===== src/rtl/lpm_seq_defines.svh =====
`ifndef LPM_SEQ_DEFINES_SVH
`define LPM_SEQ_DEFINES_SVH

// Entry timing, system clock cycles from the idle instruction
`define CLKOUT_LOW_CYC 32
`define FLUSH_SHORT_CYC 32
`define FLUSH_LONG_CYC 64

// Resume latency limits, system clock cycles
`define STBY_RESUME_FAST_CYC 100
`define STBY_RESUME_SLOW_CYC 1125
`define HALT_RESUME_FAST_CYC 35
`define HALT_RESUME_SLOW_CYC 1125
// Margin kept below each limit for the registered pulse
`define RESUME_MARGIN_CYC 2

// Oscillator clock cycle counts
`define PLL_LOCK_OSC_CYC 131072
`define WAKE_PLAIN_OSC_CYC 3
`define WAKE_QUAL_BASE_OSC_CYC 2
`define OSC_DIV_DEFAULT 1

// Widths
`define QUAL_COUNT_W 6
`define QUAL_RUN_W 7
`define CNT_W 18
`define OSC_DIV_W 8

`endif


===== src/rtl/lpm_seq_pkg.sv =====
`include "lpm_seq_defines.svh"

package lpm_seq_pkg;
    typedef enum logic [2:0] {
        ST_RUN      = 3'h0,
        ST_FLUSH    = 3'h1,
        ST_STANDBY  = 3'h3,
        ST_RESUME   = 3'h2,
        ST_HALT     = 3'h5,
        ST_OSC_WAIT = 3'h7,
        ST_PLL_LOCK = 3'h6
    } lpm_state_e;

    typedef logic [`CNT_W-1:0] count_t;
    typedef logic [`QUAL_COUNT_W-1:0] qual_count_t;
    typedef logic [`QUAL_RUN_W-1:0] qual_run_t;
endpackage


===== src/rtl/low_power_mode_sequencer.sv =====
// What this block does
// - Standby entry: clock output pin low 32 to 45 cycles after idle.
// - Keep system clock 32 cycles, or 64 with halve select, before stopping.
// - Standby gates peripheral clocks; PLL and watchdog keep running.
// - Standby wake resumes within 100 cycles, or 1125 from sleeping flash.
// - After exit, service the waking interrupt only when it is enabled.
// - Halt after flush: stop oscillator to core, gate peripherals, stop PLL.
// - Halt with crystal or resonator also powers down the oscillator.
// - Falling wake pin in halt restarts the oscillator.
// - After oscillator stable, count 131072 oscillator cycles for PLL lock.
// - Then enable clocks; resume within 1125 cycles, or 35 from RAM.
// - Halt entry: clock output pin low within 45 cycles of idle.
// - Standby wake needs 3 oscillator cycles low, or 2 plus qualify count.
`include "lpm_seq_defines.svh"

module low_power_mode_sequencer #(
    parameter int unsigned PLL_LOCK_CYC = `PLL_LOCK_OSC_CYC,
    parameter int unsigned OSC_DIV = `OSC_DIV_DEFAULT
) (
    input wire logic i_clock,
    input wire logic i_srst,
    input wire logic i_idle_exec,
    input wire logic i_low_power_control_word_halt,
    input wire logic i_input_clock_halve_select,
    input wire logic i_standby_wake_qualify_en,
    input wire lpm_seq_pkg::qual_count_t i_standby_wake_qualify_count,
    input wire logic i_flash_asleep,
    input wire logic i_wake_int_enable,
    input wire logic i_crystal_source,
    input wire logic i_wake_pin_n,
    input wire logic i_external_reset_pin_n,
    input wire logic i_osc_stable,
    output logic o_clock_output_pin_enable,
    output logic o_system_clock_enable,
    output logic o_core_clock_enable,
    output logic o_periph_clock_enable,
    output logic o_watchdog_clock_enable,
    output logic o_pll_enable,
    output logic o_osc_to_core_enable,
    output logic o_osc_power_on,
    output logic o_resume_exec,
    output logic o_service_wake_int,
    output logic o_in_standby,
    output logic o_in_halt
);
    import lpm_seq_pkg::*;

    ////////////////////////////////////////////////////////////////////////////
    // Pin synchronisers and oscillator tick

    logic [2:0] sync1_q;
    logic [2:0] sync2_q;
    logic wake_low;
    logic ext_rst_low;
    logic osc_ok;
    logic [`OSC_DIV_W-1:0] div_q;
    logic [`OSC_DIV_W-1:0] div_d;
    logic osc_tick;

    // Pins idle high after reset so no false wake is seen
    always_ff @(posedge i_clock) begin
        if (i_srst) begin
            sync1_q <= 3'h3;
            sync2_q <= 3'h3;
        end else begin
            sync1_q <= {i_osc_stable, i_external_reset_pin_n, i_wake_pin_n};
            sync2_q <= sync1_q;
        end
    end

    assign wake_low = ~sync2_q[0];
    assign ext_rst_low = ~sync2_q[1];
    assign osc_ok = sync2_q[2];

    // Oscillator rate as an enable; the sequencer clock itself never stops
    assign osc_tick = (div_q == '0);
    assign div_d = (div_q == `OSC_DIV_W'(OSC_DIV - 1)) ? '0 : `OSC_DIV_W'(div_q + `OSC_DIV_W'(1));

    always_ff @(posedge i_clock) begin
        if (i_srst) begin
            div_q <= '0;
        end else begin
            div_q <= div_d;
        end
    end

    ////////////////////////////////////////////////////////////////////////////
    // Sequencer state

    lpm_state_e state_q;
    lpm_state_e state_d;
    count_t cnt_q;
    count_t cnt_d;
    logic halt_mode_q;
    logic flash_slow_q;
    logic crystal_q;
    logic qual_wake;
    logic idle_take;
    logic clkout_hit;
    logic flush_done;
    logic lock_done;
    logic resume_done;
    logic counting;
    logic halt_group;
    logic qual_arm;
    count_t flush_len;
    count_t resume_lim;

    assign idle_take = (state_q == ST_RUN) && i_idle_exec && !ext_rst_low;
    assign flush_len = i_input_clock_halve_select ? count_t'(`FLUSH_LONG_CYC)
                                                  : count_t'(`FLUSH_SHORT_CYC);
    // Compares lead by two: one for the count start, one for the output register
    assign clkout_hit = (state_q == ST_FLUSH) && (cnt_q == count_t'(`CLKOUT_LOW_CYC - 2));
    assign flush_done = (state_q == ST_FLUSH) && (cnt_q == count_t'(flush_len - count_t'(2)));
    assign lock_done = (state_q == ST_PLL_LOCK) && osc_tick
                       && (cnt_q == count_t'(PLL_LOCK_CYC - 1));
    assign resume_lim = halt_mode_q
        ? (flash_slow_q ? count_t'(`HALT_RESUME_SLOW_CYC) : count_t'(`HALT_RESUME_FAST_CYC))
        : (flash_slow_q ? count_t'(`STBY_RESUME_SLOW_CYC) : count_t'(`STBY_RESUME_FAST_CYC));
    assign resume_done = (state_q == ST_RESUME)
                         && (cnt_q == count_t'(resume_lim - count_t'(`RESUME_MARGIN_CYC)));
    assign qual_arm = !halt_mode_q && (state_q == ST_FLUSH || state_q == ST_STANDBY);

    wake_qualifier u_wake_qualifier (
        .i_clock(i_clock),
        .i_srst(i_srst),
        .i_osc_tick(osc_tick),
        .i_arm(qual_arm),
        .i_wake_low(wake_low),
        .i_qualify_en(i_standby_wake_qualify_en),
        .i_qualify_count(i_standby_wake_qualify_count),
        .o_wake(qual_wake)
    );

    always_comb begin
        state_d = state_q;
        if (ext_rst_low) begin
            // External reset pulls the sequencer out of any mode
            state_d = ST_RUN;
        end else begin
            case (state_q)
                ST_RUN: begin
                    if (idle_take) begin
                        state_d = ST_FLUSH;
                    end
                end
                ST_FLUSH: begin
                    if (flush_done) begin
                        state_d = halt_mode_q ? ST_HALT : ST_STANDBY;
                    end
                end
                ST_STANDBY: begin
                    if (qual_wake) begin
                        state_d = ST_RESUME;
                    end
                end
                ST_HALT: begin
                    if (wake_low) begin
                        state_d = ST_OSC_WAIT;
                    end
                end
                ST_OSC_WAIT: begin
                    if (osc_ok) begin
                        state_d = ST_PLL_LOCK;
                    end
                end
                ST_PLL_LOCK: begin
                    if (lock_done) begin
                        state_d = ST_RESUME;
                    end
                end
                ST_RESUME: begin
                    if (resume_done) begin
                        state_d = ST_RUN;
                    end
                end
                default: begin
                    state_d = ST_RUN;
                end
            endcase
        end
    end

    // Lock counts oscillator ticks; flush and resume count system cycles
    assign counting = (state_q == ST_FLUSH) || (state_q == ST_RESUME)
                      || ((state_q == ST_PLL_LOCK) && osc_tick);
    assign cnt_d = (state_d != state_q) ? '0 : counting ? count_t'(cnt_q + count_t'(1)) : cnt_q;

    always_ff @(posedge i_clock) begin
        if (i_srst) begin
            state_q <= ST_RUN;
            cnt_q <= '0;
        end else begin
            state_q <= state_d;
            cnt_q <= cnt_d;
        end
    end

    // Mode, clock source and flash state held for the whole episode
    always_ff @(posedge i_clock) begin
        if (i_srst) begin
            halt_mode_q <= 1'b0;
            flash_slow_q <= 1'b0;
            crystal_q <= 1'b0;
        end else if (idle_take) begin
            halt_mode_q <= i_low_power_control_word_halt;
            flash_slow_q <= i_flash_asleep;
            crystal_q <= i_crystal_source;
        end
    end

    ////////////////////////////////////////////////////////////////////////////
    // Clock and power controls, all registered

    logic sys_d;
    logic clkout_q;
    logic clkout_d;
    logic sys_q;
    logic core_q;
    logic periph_q;
    logic wdog_q;
    logic pll_q;
    logic pll_d;
    logic osc_core_q;
    logic osc_pwr_q;
    logic osc_pwr_d;
    logic resume_q;
    logic service_q;
    logic standby_q;
    logic halt_q;

    assign halt_group = (state_d == ST_HALT) || (state_d == ST_OSC_WAIT) || (state_d == ST_PLL_LOCK);
    assign sys_d = !halt_group && (state_d != ST_STANDBY);
    // Clock output pin drops on its own count, before a long flush ends
    assign clkout_d = (state_d == ST_FLUSH) ? (clkout_q && !clkout_hit) : sys_d;
    assign pll_d = !((state_d == ST_HALT) || (state_d == ST_OSC_WAIT));
    assign osc_pwr_d = !((state_d == ST_HALT) && crystal_q);

    always_ff @(posedge i_clock) begin
        if (i_srst) begin
            clkout_q <= 1'b1;
            sys_q <= 1'b1;
            core_q <= 1'b1;
            periph_q <= 1'b1;
            wdog_q <= 1'b1;
            pll_q <= 1'b1;
            osc_core_q <= 1'b1;
            osc_pwr_q <= 1'b1;
        end else begin
            clkout_q <= clkout_d;
            sys_q <= sys_d;
            core_q <= sys_d;
            periph_q <= sys_d;
            wdog_q <= !halt_group;
            pll_q <= pll_d;
            osc_core_q <= !halt_group;
            osc_pwr_q <= osc_pwr_d;
        end
    end

    always_ff @(posedge i_clock) begin
        if (i_srst) begin
            resume_q <= 1'b0;
            service_q <= 1'b0;
            standby_q <= 1'b0;
            halt_q <= 1'b0;
        end else begin
            resume_q <= resume_done && !ext_rst_low;
            service_q <= resume_done && !ext_rst_low && i_wake_int_enable;
            standby_q <= (state_d == ST_STANDBY);
            halt_q <= (state_d == ST_HALT);
        end
    end

    assign o_clock_output_pin_enable = clkout_q;
    assign o_system_clock_enable = sys_q;
    assign o_core_clock_enable = core_q;
    assign o_periph_clock_enable = periph_q;
    assign o_watchdog_clock_enable = wdog_q;
    assign o_pll_enable = pll_q;
    assign o_osc_to_core_enable = osc_core_q;
    assign o_osc_power_on = osc_pwr_q;
    assign o_resume_exec = resume_q;
    assign o_service_wake_int = service_q;
    assign o_in_standby = standby_q;
    assign o_in_halt = halt_q;
endmodule


===== src/rtl/wake_qualifier.sv =====
`include "lpm_seq_defines.svh"

module wake_qualifier (
    input wire logic i_clock,
    input wire logic i_srst,
    input wire logic i_osc_tick,
    input wire logic i_arm,
    input wire logic i_wake_low,
    input wire logic i_qualify_en,
    input wire lpm_seq_pkg::qual_count_t i_qualify_count,
    output logic o_wake
);
    import lpm_seq_pkg::*;

    qual_run_t run_q;
    qual_run_t run_d;
    qual_run_t need;
    qual_run_t run_inc;
    logic wake_q;
    logic wake_d;

    // Low time needed, in oscillator ticks
    assign need = i_qualify_en ? qual_run_t'(`WAKE_QUAL_BASE_OSC_CYC) + qual_run_t'(i_qualify_count)
                               : qual_run_t'(`WAKE_PLAIN_OSC_CYC);
    assign run_inc = qual_run_t'(run_q + qual_run_t'(1));
    // A high sample restarts the count; stops at need so it cannot wrap
    assign run_d = (!i_arm || !i_wake_low) ? '0 :
                   (i_osc_tick && run_q < need) ? run_inc : run_q;
    // Sticky while armed so a wake seen during flush is not lost
    assign wake_d = i_arm && (wake_q || (i_osc_tick && i_wake_low && run_inc >= need));
    assign o_wake = wake_q;

    always_ff @(posedge i_clock) begin
        if (i_srst) begin
            run_q <= '0;
            wake_q <= 1'b0;
        end else begin
            run_q <= run_d;
            wake_q <= wake_d;
        end
    end
endmodule


===== config.mk =====
export PLATFORM = sky130hd
export DESIGN_NAME = low_power_mode_sequencer
export DESIGN_NICKNAME = d
export VERILOG_FILES = /design/src/rtl/lpm_seq_pkg.sv /design/src/rtl/low_power_mode_sequencer.sv /design/src/rtl/wake_qualifier.sv
export VERILOG_INCLUDE_DIRS = /design/src /design/src/rtl
export SDC_FILE = /design/constraint.sdc
export NUM_CORES = 1
export LEC_CHECK = 0
export ABC_AREA = 1
export BUFFER_PORTS_ARGS = -buffer_cell sky130_fd_sc_hd__buf_2
export CAP_MARGIN = 20
export CORE_AREA = 3 3 102 104
export CTS_BUF_LIST = sky130_fd_sc_hd__clkbuf_4 sky130_fd_sc_hd__clkbuf_8 sky130_fd_sc_hd__clkbuf_16
export DETAILED_ROUTE_END_ITERATION = 12
export DIE_AREA = 0 0 105 107
export HOLD_SLACK_MARGIN = 0.05
export PLACE_DENSITY = 0.6
export SLEW_MARGIN = 20
export SYNTH_ARGS = -nofsm -noshare
export SYNTH_HDL_FRONTEND = slang
export SYNTH_SLANG_ARGS = --single-unit

===== constraint.sdc =====
create_clock -name i_clock -period 6.5 [get_ports i_clock]
set_input_delay 1.625 -clock i_clock [delete_from_list [all_inputs] [get_ports i_clock]]
set_output_delay 1.625 -clock i_clock [all_outputs]
set_load 0.005 [all_outputs]

# --- Word-level counts from Yosys, hierarchy flattened ---
# Index checks and enable logic that the tools add are counted.
op_classes:
  n_addsub: 6
  n_lt_le_gt_ge: 2
  eq_ne: 17
  n_mux: 16
  n_bitwise: 1
  n_reduce_logical: 35
op_table:
  columns: ["operator", "count"]
  rows:
  - ["== test 18 bit", 2]
  - ["two-way mux 11 bit", 3]
  - ["two-way mux 3 bit", 9]
  - ["one-hot mux 3 bit (7 select lines)", 1]
  - ["adder 18 x 1 -> 18 bit, second input constant", 1]
  - ["== test 18 x 17 -> 1 bit, second input constant", 1]
  - ["== test 18 x 5 -> 1 bit, second input constant", 1]
  - ["== test 3 bit, second input constant", 6]
  - ["logical AND 1 bit", 17]
  - ["two-way mux 7 bit", 2]
  - ["subtractor 11 x 2 -> 12 bit, second input constant", 1]
  - ["== test 3 x 2 -> 1 bit, second input constant", 3]
  - ["adder 8 x 1 -> 8 bit, second input constant", 1]
  - ["zero test 8 bit", 1]
  - ["subtractor 7 x 2 -> 8 bit, second input constant", 1]
  - ["adder 2 x 6 -> 7 bit, first input constant", 1]
  - ["adder 7 x 1 -> 7 bit, second input constant", 1]
  - [">= comparator 7 bit", 1]
  - ["logical OR 1 bit", 7]
  - ["< comparator 7 bit", 1]
  - ["== test 3 x 1 -> 1 bit, second input constant", 2]
  - ["zero test 1 bit", 6]
  - ["OR reduction 2 bit", 3]
  - ["zero test 3 bit", 1]
  - ["4 further kinds", 4]
word_totals:
  reg_bits: 55
  input_bits: 18
  output_inout_bits: 12
  word_cells: 96

# --- Depth between registers and ports, before layout ---
# Gate-level depths: netlist of the first run.
logic_depth:
  ltp_word: 14
  mapped_depth: 13
  depth_no_buf: 12

# --- Hierarchy ---
# A second synthesis of the first run with hierarchy kept.
unflattened:
  cells_unflattened: 503
  area_unflattened_um2: 3448.3
modules_own_cells:
  columns: ["mod", "n_inst", "cells_each", "area_per_inst_um2", "seq_area_each_um2"]
  rows:
  - ["low_power_mode_sequencer", 1, 363, 2519.9, 940.9]
  - ["wake_qualifier", 1, 140, 928.4, 160.2]

# --- Worst setup path before layout of the first run ---
# Ideal clock, no wire load.
synth_path:
  kind: "input to register"
  start: "input i_standby_wake_qualify_count[1]"
  end: "register u_wake_qualifier.run_q[4]"
  setup_ns: 0.070
  t_arrival_ns: 3.214
  t_required_ns: 6.430
  path_slack_ns: 3.216
  cell_stages: 10
  path_buffers: 1
  path_cell_list: "ha_1 -> nand3_1 -> a21boi_0 -> o21ai_0 -> ha_1 -> nand2_1 -> o2111ai_1 -> clkbuf_1 -> o21ai_0 -> a21oi_1"
synth_between:
  elab_chain_len: 4
synth_rtl:
  columns: ["element", "line", "text"]
  rows:
  - ["from (decl)", "low_power_mode_sequencer.sv:26", "input wire lpm_seq_pkg::qual_count_t i_standby_wake_qualify_count,"]
  - ["adder 2 x 6 -> 7 bit", "wake_qualifier.sv:23", "assign need = i_qualify_en ? qual_run_t'(`WAKE_QUAL_BASE_OSC_CYC) + qual_run_t'(i_qualify_count)"]
  - ["two-way mux 7 bit", "wake_qualifier.sv:23", null]
  - ["< comparator 7 bit", "wake_qualifier.sv:28", "(i_osc_tick && run_q < need) ? run_inc : run_q;"]
  - ["logical AND 1 bit", "wake_qualifier.sv:28", null]
  - ["to (signal assigned)", "wake_qualifier.sv:38", "run_q <= run_d;"]
  - ["to (decl)", "wake_qualifier.sv:15", "qual_run_t run_q;"]
# Every way passes these cells.
# A chain may end at the register's enable or synchronous reset.

# --- Worst setup path in the final report of the first run ---
layout_path:
  start: "input i_standby_wake_qualify_count[1]"
  end: "register u_wake_qualifier.run_q[6]"
# The elaborated chain is that of the path after synthesis.

==> impl_metrics.yaml, run 1 <==
logic_synthesis:
  synth_nets: 499
  ys_warn_count: 0
  synth-seq-cells: 55
  syn_inst: 461
  avgSynthCellArea_um2: 7.23
  synth.cell_area_um2: 3330
  synth_cell_types: 32
  seq_area_frac_synth: 0.330
setup_path:
  crit_path_start_kind: "input pin"
  crit_chain: "buf_2 -> ha_1 -> nand3_1 -> a21boi_0 -> o21ai_0 -> ha_1 -> nand2_1 -> o2111ai_1 -> o21ai_0 -> a21oi_1"
  worstSetupPathType: "input pin to flop"
  crit_family: "compound AO/OA/AOI/OAI gates"
  cp.buffers_inverters: 1
  crit_fanout: 14
  worstPathArrival_ns: 3.73
  crit_path_top_delay_cell: "o2111ai_1"
  crit_required_ns: 6.74
  cpPeakStageDelay_ns: 0.74
  cp-end-kind: "flop"
floorplanning:
  core_um2: 9640
  start_util: 0.346
  dieArea_um2: 11200
  io-pin-count: 30
  fp.dieW_um: 105
  rows: 36
  fp.dieH_um: 107
timing:
  max_slew_margin: 0.401
  fin_setup_tns_ns: 0
  slew_violations: 0
  finalSetupViolCount: 0
  fin_crit_sh: 0.538
  rsz0062_at_grt: "no"
  fmax_mhz: 286
  hold_ws_ns: 0.401
  fin_skew_ns: 0.0164
  hold_viol: 0
  period_minus_slack_ns: 3.50
  worstMarginPinSlew_ns: 0.898
  layout_setup_ws_ns: 3.00
cts:
  clock-sinks: 55
  cts_max_path_buffers: 2
  worstSkewPairLatency_ns: 0.32
  cts_tree: "yes"
  cts_inserted_buffers: 5
  cts.clk_slew.worst_paths_ns: 0.09
  post_cts_resized: 0
  cts_root_buf: "clkbuf_8"
  post_cts.repair.setup_buffers: 0
  h-tree-depth: 2
  holdBufCountCts: 0
final_layout:
  n_antenna_cell: 0
  fin_area_um2: 3680
  area_growth_pct: 10.5
  fillCellCount: 1032
  postLayoutCoreUtil: 0.382
  num-nets-final: 524
  drive_gt1_frac: 0.177
detailed_routing:
  vias: 2919
  avgViaCountPerCell: 4.71
  detail_route.wl_per_cell_um: 11.8
  ant_nets: 0
  wirelength_mm: 7.32
  drt_iter0_drc: 130
  route.detailed.drc: 0
  dr.pass1.iters: 5
grt:
  grt.overflow.total: 0
  antenna_found_initial: 0
  grt_max_degree: 27
  grt_usage: 0.135
  grt_pass1_vias: 2828
  grt_pass1_wl_mm: 12.7
power_and_ir_drop:
  pwr-share-comb: 0.079
  power.leakage_uw: 0.00151
  seq_power_share: 0.546
  p_int_uw: 484
  switching_power_uw: 153
  swShare: 0.240
  clkPwrFrac: 0.376
  ir_worst_vdd_mv: 0.0811
  powerDensity_nw_per_um2: 173
place:
  numPortBuffers: 29
  post-dp-hpwl_mm: 5.77
  dpl-instance-area_um2: 3570
  gp_congestion: 0.877
  pre_cts_slack_ns: 2.65
worst_hold_path:
  min_path_type: "flop to flop"
job:
  cap_violations: 0
run_status:
  status: "completed"
-- state kept, by name, indices dropped and copies added (netlist names), 3 cells and up --
name                    cells
sync1_q                     3
cnt_q                      18
div_q                       8
state_q                     3
u_wake_qualifier.run_q      7
sync2_q                     3
-- final cells by class --
cell class	count	area (um2)	share of cell area
inverter	71	269	0.0730
clock inverter	2	35.0	0.00951
multi-input combinational	324	1890	0.512
timing repair buffer	29	145	0.0394
tap	133	166	0.0452
clock buffer	6	82.6	0.0224
sequential	55	1100	0.299
-- synthesized netlist by cell type --
master / number / area (um2)
buf_2: 2 / 10.0
nand2_2: 6 / 37.5
clkbuf_1: 2 / 7.51
buf_4: 5 / 37.5
inv_1: 61 / 229
o31ai_1: 1 / 7.51
nand4_1: 14 / 87.6
nand3_4: 2 / 35.0
xor2_1: 21 / 184
inv_4: 1 / 6.26
a21boi_0: 1 / 7.51
a31oi_1: 3 / 18.8
ha_1: 20 / 250
nor3_1: 14 / 70.1
nand2_1: 74 / 278
o21ai_1: 8 / 40.0
nor2_1: 55 / 206
a21oi_1: 24 / 120
inv_2: 9 / 33.8
nand3_1: 21 / 105
nor2_4: 2 / 22.5
o2111ai_1: 2 / 17.5
or2_2: 4 / 25.0
o21ai_0: 22 / 110
nor3_2: 11 / 110
buf_6: 2 / 22.5
dfxtp_1: 55 / 1100
nand3b_1: 2 / 15.0
nand2_4: 1 / 11.3
nor2_2: 7 / 43.8
nor3b_1: 3 / 22.5
nand3_2: 6 / 60.1
-- worst paths after layout --
check                                                     start                        end  slack [ns]  depth (start not counted)
worst max-delay path            i_standby_wake_qualify_count[1]  u_wake_qualifier.run_q[6]        3.00                         10
worst min-delay path                                  crystal_q             o_osc_power_on        0.40                          1
worst max register to register                         cnt_q[0]                   cnt_q[7]        4.22                         11
worst min register to register                        crystal_q             o_osc_power_on        0.40                          1
-- layout by cell type (no fill, tap or decap) --
| cell type | instances |
|---|---|
| nor3_1 | 14 |
| nand3_1 | 21 |
| o21ai_1 | 8 |
| nand2_1 | 74 |
| nand2_4 | 1 |
| nand2_2 | 6 |
| o31ai_1 | 1 |
| nand3_4 | 2 |
| nand4_1 | 14 |
| or2_2 | 4 |
| nor2_1 | 55 |
| dfxtp_1 | 55 |
| o21ai_0 | 22 |
| bufinv_16 | 1 |
| a21boi_0 | 1 |
| o2111ai_1 | 2 |
| ha_1 | 20 |
| nand3b_1 | 2 |
| nor2_4 | 2 |
| nand3_2 | 6 |
| inv_4 | 1 |
| clkbuf_8 | 6 |
| nor3b_1 | 3 |
| nor2_2 | 7 |
| xor2_1 | 21 |
| a31oi_1 | 3 |
| inv_1 | 61 |
| a21oi_1 | 24 |
| buf_2 | 29 |
| inv_2 | 9 |
| nor3_2 | 11 |
| clkinv_2 | 1 |
-- power groups by stage --
stage | registers [uW] | logic, uW | clock network [uW]
4_1_cts | 348 | 50.8 | 247
6_report | 348 | 50.2 | 239
2_1_floorplan | 352 | 39.2 | 0
3_3_place_gp | 355 | 49.8 | 0
3_5_place_dp | 355 | 50.5 | 0
5_1_grt | 348 | 58.2 | 256
-- metal layers --
metal	up-vias	wire (um)	global-route usage
met5	-	0	0
met4	0	148	0.0394
met3	13	218	0.0277
met2	43	3660	0.241
met1	1332	3300	0.164
li1	1531	-	-
-- cells by family after synthesis --
group | Yosys count | share of synthesized area
AOI/OAI and AO/OA | 61 | 0.0965
xor gates and xnor gates | 21 | 0.0552
adders and majority gates | 20 | 0.0751
buffers and inverters | 82 | 0.104
DFF | 55 | 0.330
and+or+nand+nor | 222 | 0.339
-- through the flow --
| stage | instances | power [uW] |
|---|---|---|
| after floorplan | 461 | 392 |
| after global placement | 612 | 405 |
| after detailed placement | 612 | 406 |
| after CTS | 620 | 645 |
| after global routing | 620 | 663 |
| final | 620 | 637 |
(Power assumes the default switching activity.)
==> inputs of run 2 (changes only) <==
--- a/config.mk
+++ b/config.mk
@@ -6,15 +6,15 @@
 export SDC_FILE = /design/constraint.sdc
 export NUM_CORES = 1
 export LEC_CHECK = 0
-export ABC_AREA = 1
+export ABC_AREA = 0
 export BUFFER_PORTS_ARGS = -buffer_cell sky130_fd_sc_hd__buf_2
 export CAP_MARGIN = 20
-export CORE_AREA = 3 3 102 104
+export CORE_AREA = 3 3 97 99
 export CTS_BUF_LIST = sky130_fd_sc_hd__clkbuf_4 sky130_fd_sc_hd__clkbuf_8 sky130_fd_sc_hd__clkbuf_16
 export DETAILED_ROUTE_END_ITERATION = 12
-export DIE_AREA = 0 0 105 107
+export DIE_AREA = 0 0 100 102
 export HOLD_SLACK_MARGIN = 0.05
-export PLACE_DENSITY = 0.6
+export PLACE_DENSITY = 0.62
 export SLEW_MARGIN = 20
 export SYNTH_ARGS = -nofsm -noshare
 export SYNTH_HDL_FRONTEND = slang
==> constraint.sdc (replaced) <==
create_clock -name i_clock -period 3.1 [get_ports i_clock]
set_input_delay 0.775 -clock i_clock [delete_from_list [all_inputs] [get_ports i_clock]]
set_output_delay 0.775 -clock i_clock [all_outputs]
set_load 0.005 [all_outputs]
==> run 2 against run 1 <==
  * Via count shrank 22%
  * Cell count shrank 25%
  * Register-to-register slack worse by 3.5 ns
  * Clock-buffer cell count rose by 1
  * Die area is 9.2% lower
==> impl_metrics.yaml, run 2 <==
cts:
  clock-sinks: 55
  cts_max_path_buffers: 2
  h-tree-depth: 2
  post_cts.repair.setup_buffers: 0
  worstSkewPairLatency_ns: 0.30
  holdBufCountCts: 0
  cts_tree: "yes"
  cts.clk_slew.worst_paths_ns: 0.09
  cts_inserted_buffers: 5
  cts_root_buf: "clkbuf_8"
  post_cts_resized: 0
logic_synthesis:
  synth-edff-count: 0
  synth_compound_area_frac: 0.0901
  seq_area_frac_synth: 0.365
  synth_top_family_by_area: "simple AND/OR/NAND/NOR gates"
  yosys_most_used_dff: "dfxtp_1"
  synth.cell_area_um2: 3010
  synth.top_cell.area_share: 0.365
  synth-seq-cells: 55
  yosys.area.top_type: "dfxtp_1"
  synth_cell_types: 52
  synthXorXnorAreaFrac: 0.116
  synth_commonest_cells: "dfxtp_1, nor2_1, nand2_1"
  synthMuxAreaShare: 0.0137
  synthSimpleGateAreaFrac: 0.279
  synth_nets: 372
  netlist_top_cells_area: "dfxtp_1, ha_1, xnor2_1"
  async_flop_share: 0
  synth_most_common_cell: "dfxtp_1"
  avgSynthCellArea_um2: 9.02
  synthAdderAreaFrac: 0.0831
  ys_warn_count: 0
  syn_inst: 334
grt:
  grt_use_met3: 0.0246
  busiest_layer: "met2"
  grt.overflow.total: 0
  grt.met2_usage: 0.196
  met1_usage: 0.150
  grt_usage: 0.113
  grt_max_degree: 19
  grt_pass1_wl_mm: 9.79
  grt_pass1_vias: 2218
  antenna_found_initial: 0
floorplanning:
  fp.dieW_um: 100
  fp.dieH_um: 102
  io-pin-count: 30
  start_util: 0.349
  core_um2: 8640
  rows: 34
  dieArea_um2: 10200
detailed_routing:
  avgViaCountPerCell: 4.88
  detail_route.wl_per_cell_um: 11.6
  route.detailed.drc: 0
  drt_iter0_drc: 69
  vias: 2267
  ant_nets: 0
  wirelength_mm: 5.42
  dr.pass1.iters: 4
place:
  gp_congestion: 0.771
  dpl-instance-area_um2: 3180
  dp.cells: 457
  post-dp-hpwl_mm: 4.17
  numPortBuffers: 29
final_layout:
  top_regs: "cnt_q (18), div_q (8), u_wake_qualifier.run_q (7)"
  fin_area_um2: 3270
  layout_commonest_cell: "dfxtp_1"
  fin_cells: 465
  largest-register: "cnt_q"
  largest_reg_flops: 18
  n_antenna_cell: 0
  drive_gt1_frac: 0.179
  num-nets-final: 394
  fillCellCount: 875
  postLayoutCoreUtil: 0.378
  final_cell_mix: "dfxtp_1, nor2_1, buf_2"
  area_growth_pct: 8.43
worst_hold_path:
  min_from: "crystal_q"
  min_path_type: "flop to flop"
timing:
  hold_viol: 0
  fin_setup_tns_ns: 0
  fin_crit_sh: 0.783
  fin_skew_ns: 0.00458
  max_slew_margin: 0.618
  worstMarginPinSlew_ns: 0.572
  finalSetupViolCount: 0
  rsz0062_at_grt: "no"
  fmax_mhz: 412
  period_minus_slack_ns: 2.43
  slew_violations: 0
setup_path:
  rr_worst_depth: 6
  rrSetupSlack_ns: 0.74
  cp-end-kind: "flop"
  r2r-end: "cnt_q[3]"
  startpoint: "i_standby_wake_qualify_count[1]"
  worstSetupPathType: "input pin to flop"
  critPathCapture: "u_wake_qualifier.run_q[0]"
  crit_fanout: 7
  worstPathArrival_ns: 2.61
  r2r-start: "cnt_q[14]"
  crit_path_start_kind: "input pin"
  crit_required_ns: 3.28
run_status:
  status: "completed"
job:
  cap_violations: 0
power_and_ir_drop:
  powerDensity_nw_per_um2: 369
  power.leakage_uw: 0.00128
  ir_worst_vdd_mv: 0.178
-- run 2: cell count changes after synthesis, moves of 8 or more --
cell,change
nor2_1,-20
nor3_2,-11
xnor2_1,+21
a21oi_1,-14
and2_1,+9
o21ai_1,-8
nand2_1,-48
o21ai_0,-15
inv_2,-9
inv_1,-50
-- run 2: worst min path at each step --
| stage | to | slack (ns) | depth (start not counted) |
|---|---|---|---|
| after floorplan | o_osc_power_on | 0.37 | 1 |
| after global placement | o_osc_power_on | 0.38 | 1 |
| after detailed placement | o_osc_power_on | 0.38 | 1 |
| after CTS | o_osc_power_on | 0.41 | 1 |
| after global routing | o_osc_power_on | 0.43 | 1 |
| final | o_osc_power_on | 0.41 | 1 |
-- run 2: cell type report --
class                   instances  area, um2  share of cell area
clock buffers                   7       83.8              0.0257
clock inverters                 1       5.00             0.00153
inverters                      11       41.3              0.0126
multi-input cells             254       1760               0.537
flip-flops and latches         55       1100               0.337
well taps                     108        135              0.0414
repair buffers                 29        145              0.0444
-- run 2: metal layers --
layer	up-vias	share of wire
met5	-	0
li1	1186	-
met2	39	0.47
met4	0	0.0033
met1	1038	0.49
met3	4	0.037
-- run 2: cells by family after synthesis --
kind of cell / count (synthesis)
adders and majority gates: 20
AOI/OAI and AO/OA: 36
and+or+nand+nor: 154
buffers and inverters: 25
muxes: 4
xor gates and xnor gates: 40
DFF: 55
-- run 2: metrics by stage --
stage / hold WS [ns] / setup slack (ns) / power [uW]
after global placement: 0.384 / 0.392 / 831
after detailed placement: 0.383 / 0.348 / 833
after floorplan: 0.370 / 0.630 / 814
after global routing: 0.431 / 0.451 / 1260
after CTS: 0.406 / 0.672 / 1220
final: 0.409 / 0.672 / 1210
-- run 2: power breakdown --
group / internal [uW] / leakage [uW] / total (uW) / switching, uW
clock network: 177 / 0.0000491 / 391 / 214
logic: 39.5 / 0.000784 / 86.9 / 47.4
registers: 715 / 0.000445 / 729 / 13.9
total: 932 / 0.00128 / 1210 / 275
-- run 2: critical path: stages --
cell	delay (ns)
buf_2	0.11
ha_1	0.21
xor2_1	0.15
nand2_1	0.09
ha_1	0.30
a21o_1	0.11
a21oi_1	0.06
a21oi_1	0.45
nor2_1	0.15
xnor2_1	0.16
nor2_1	0.05
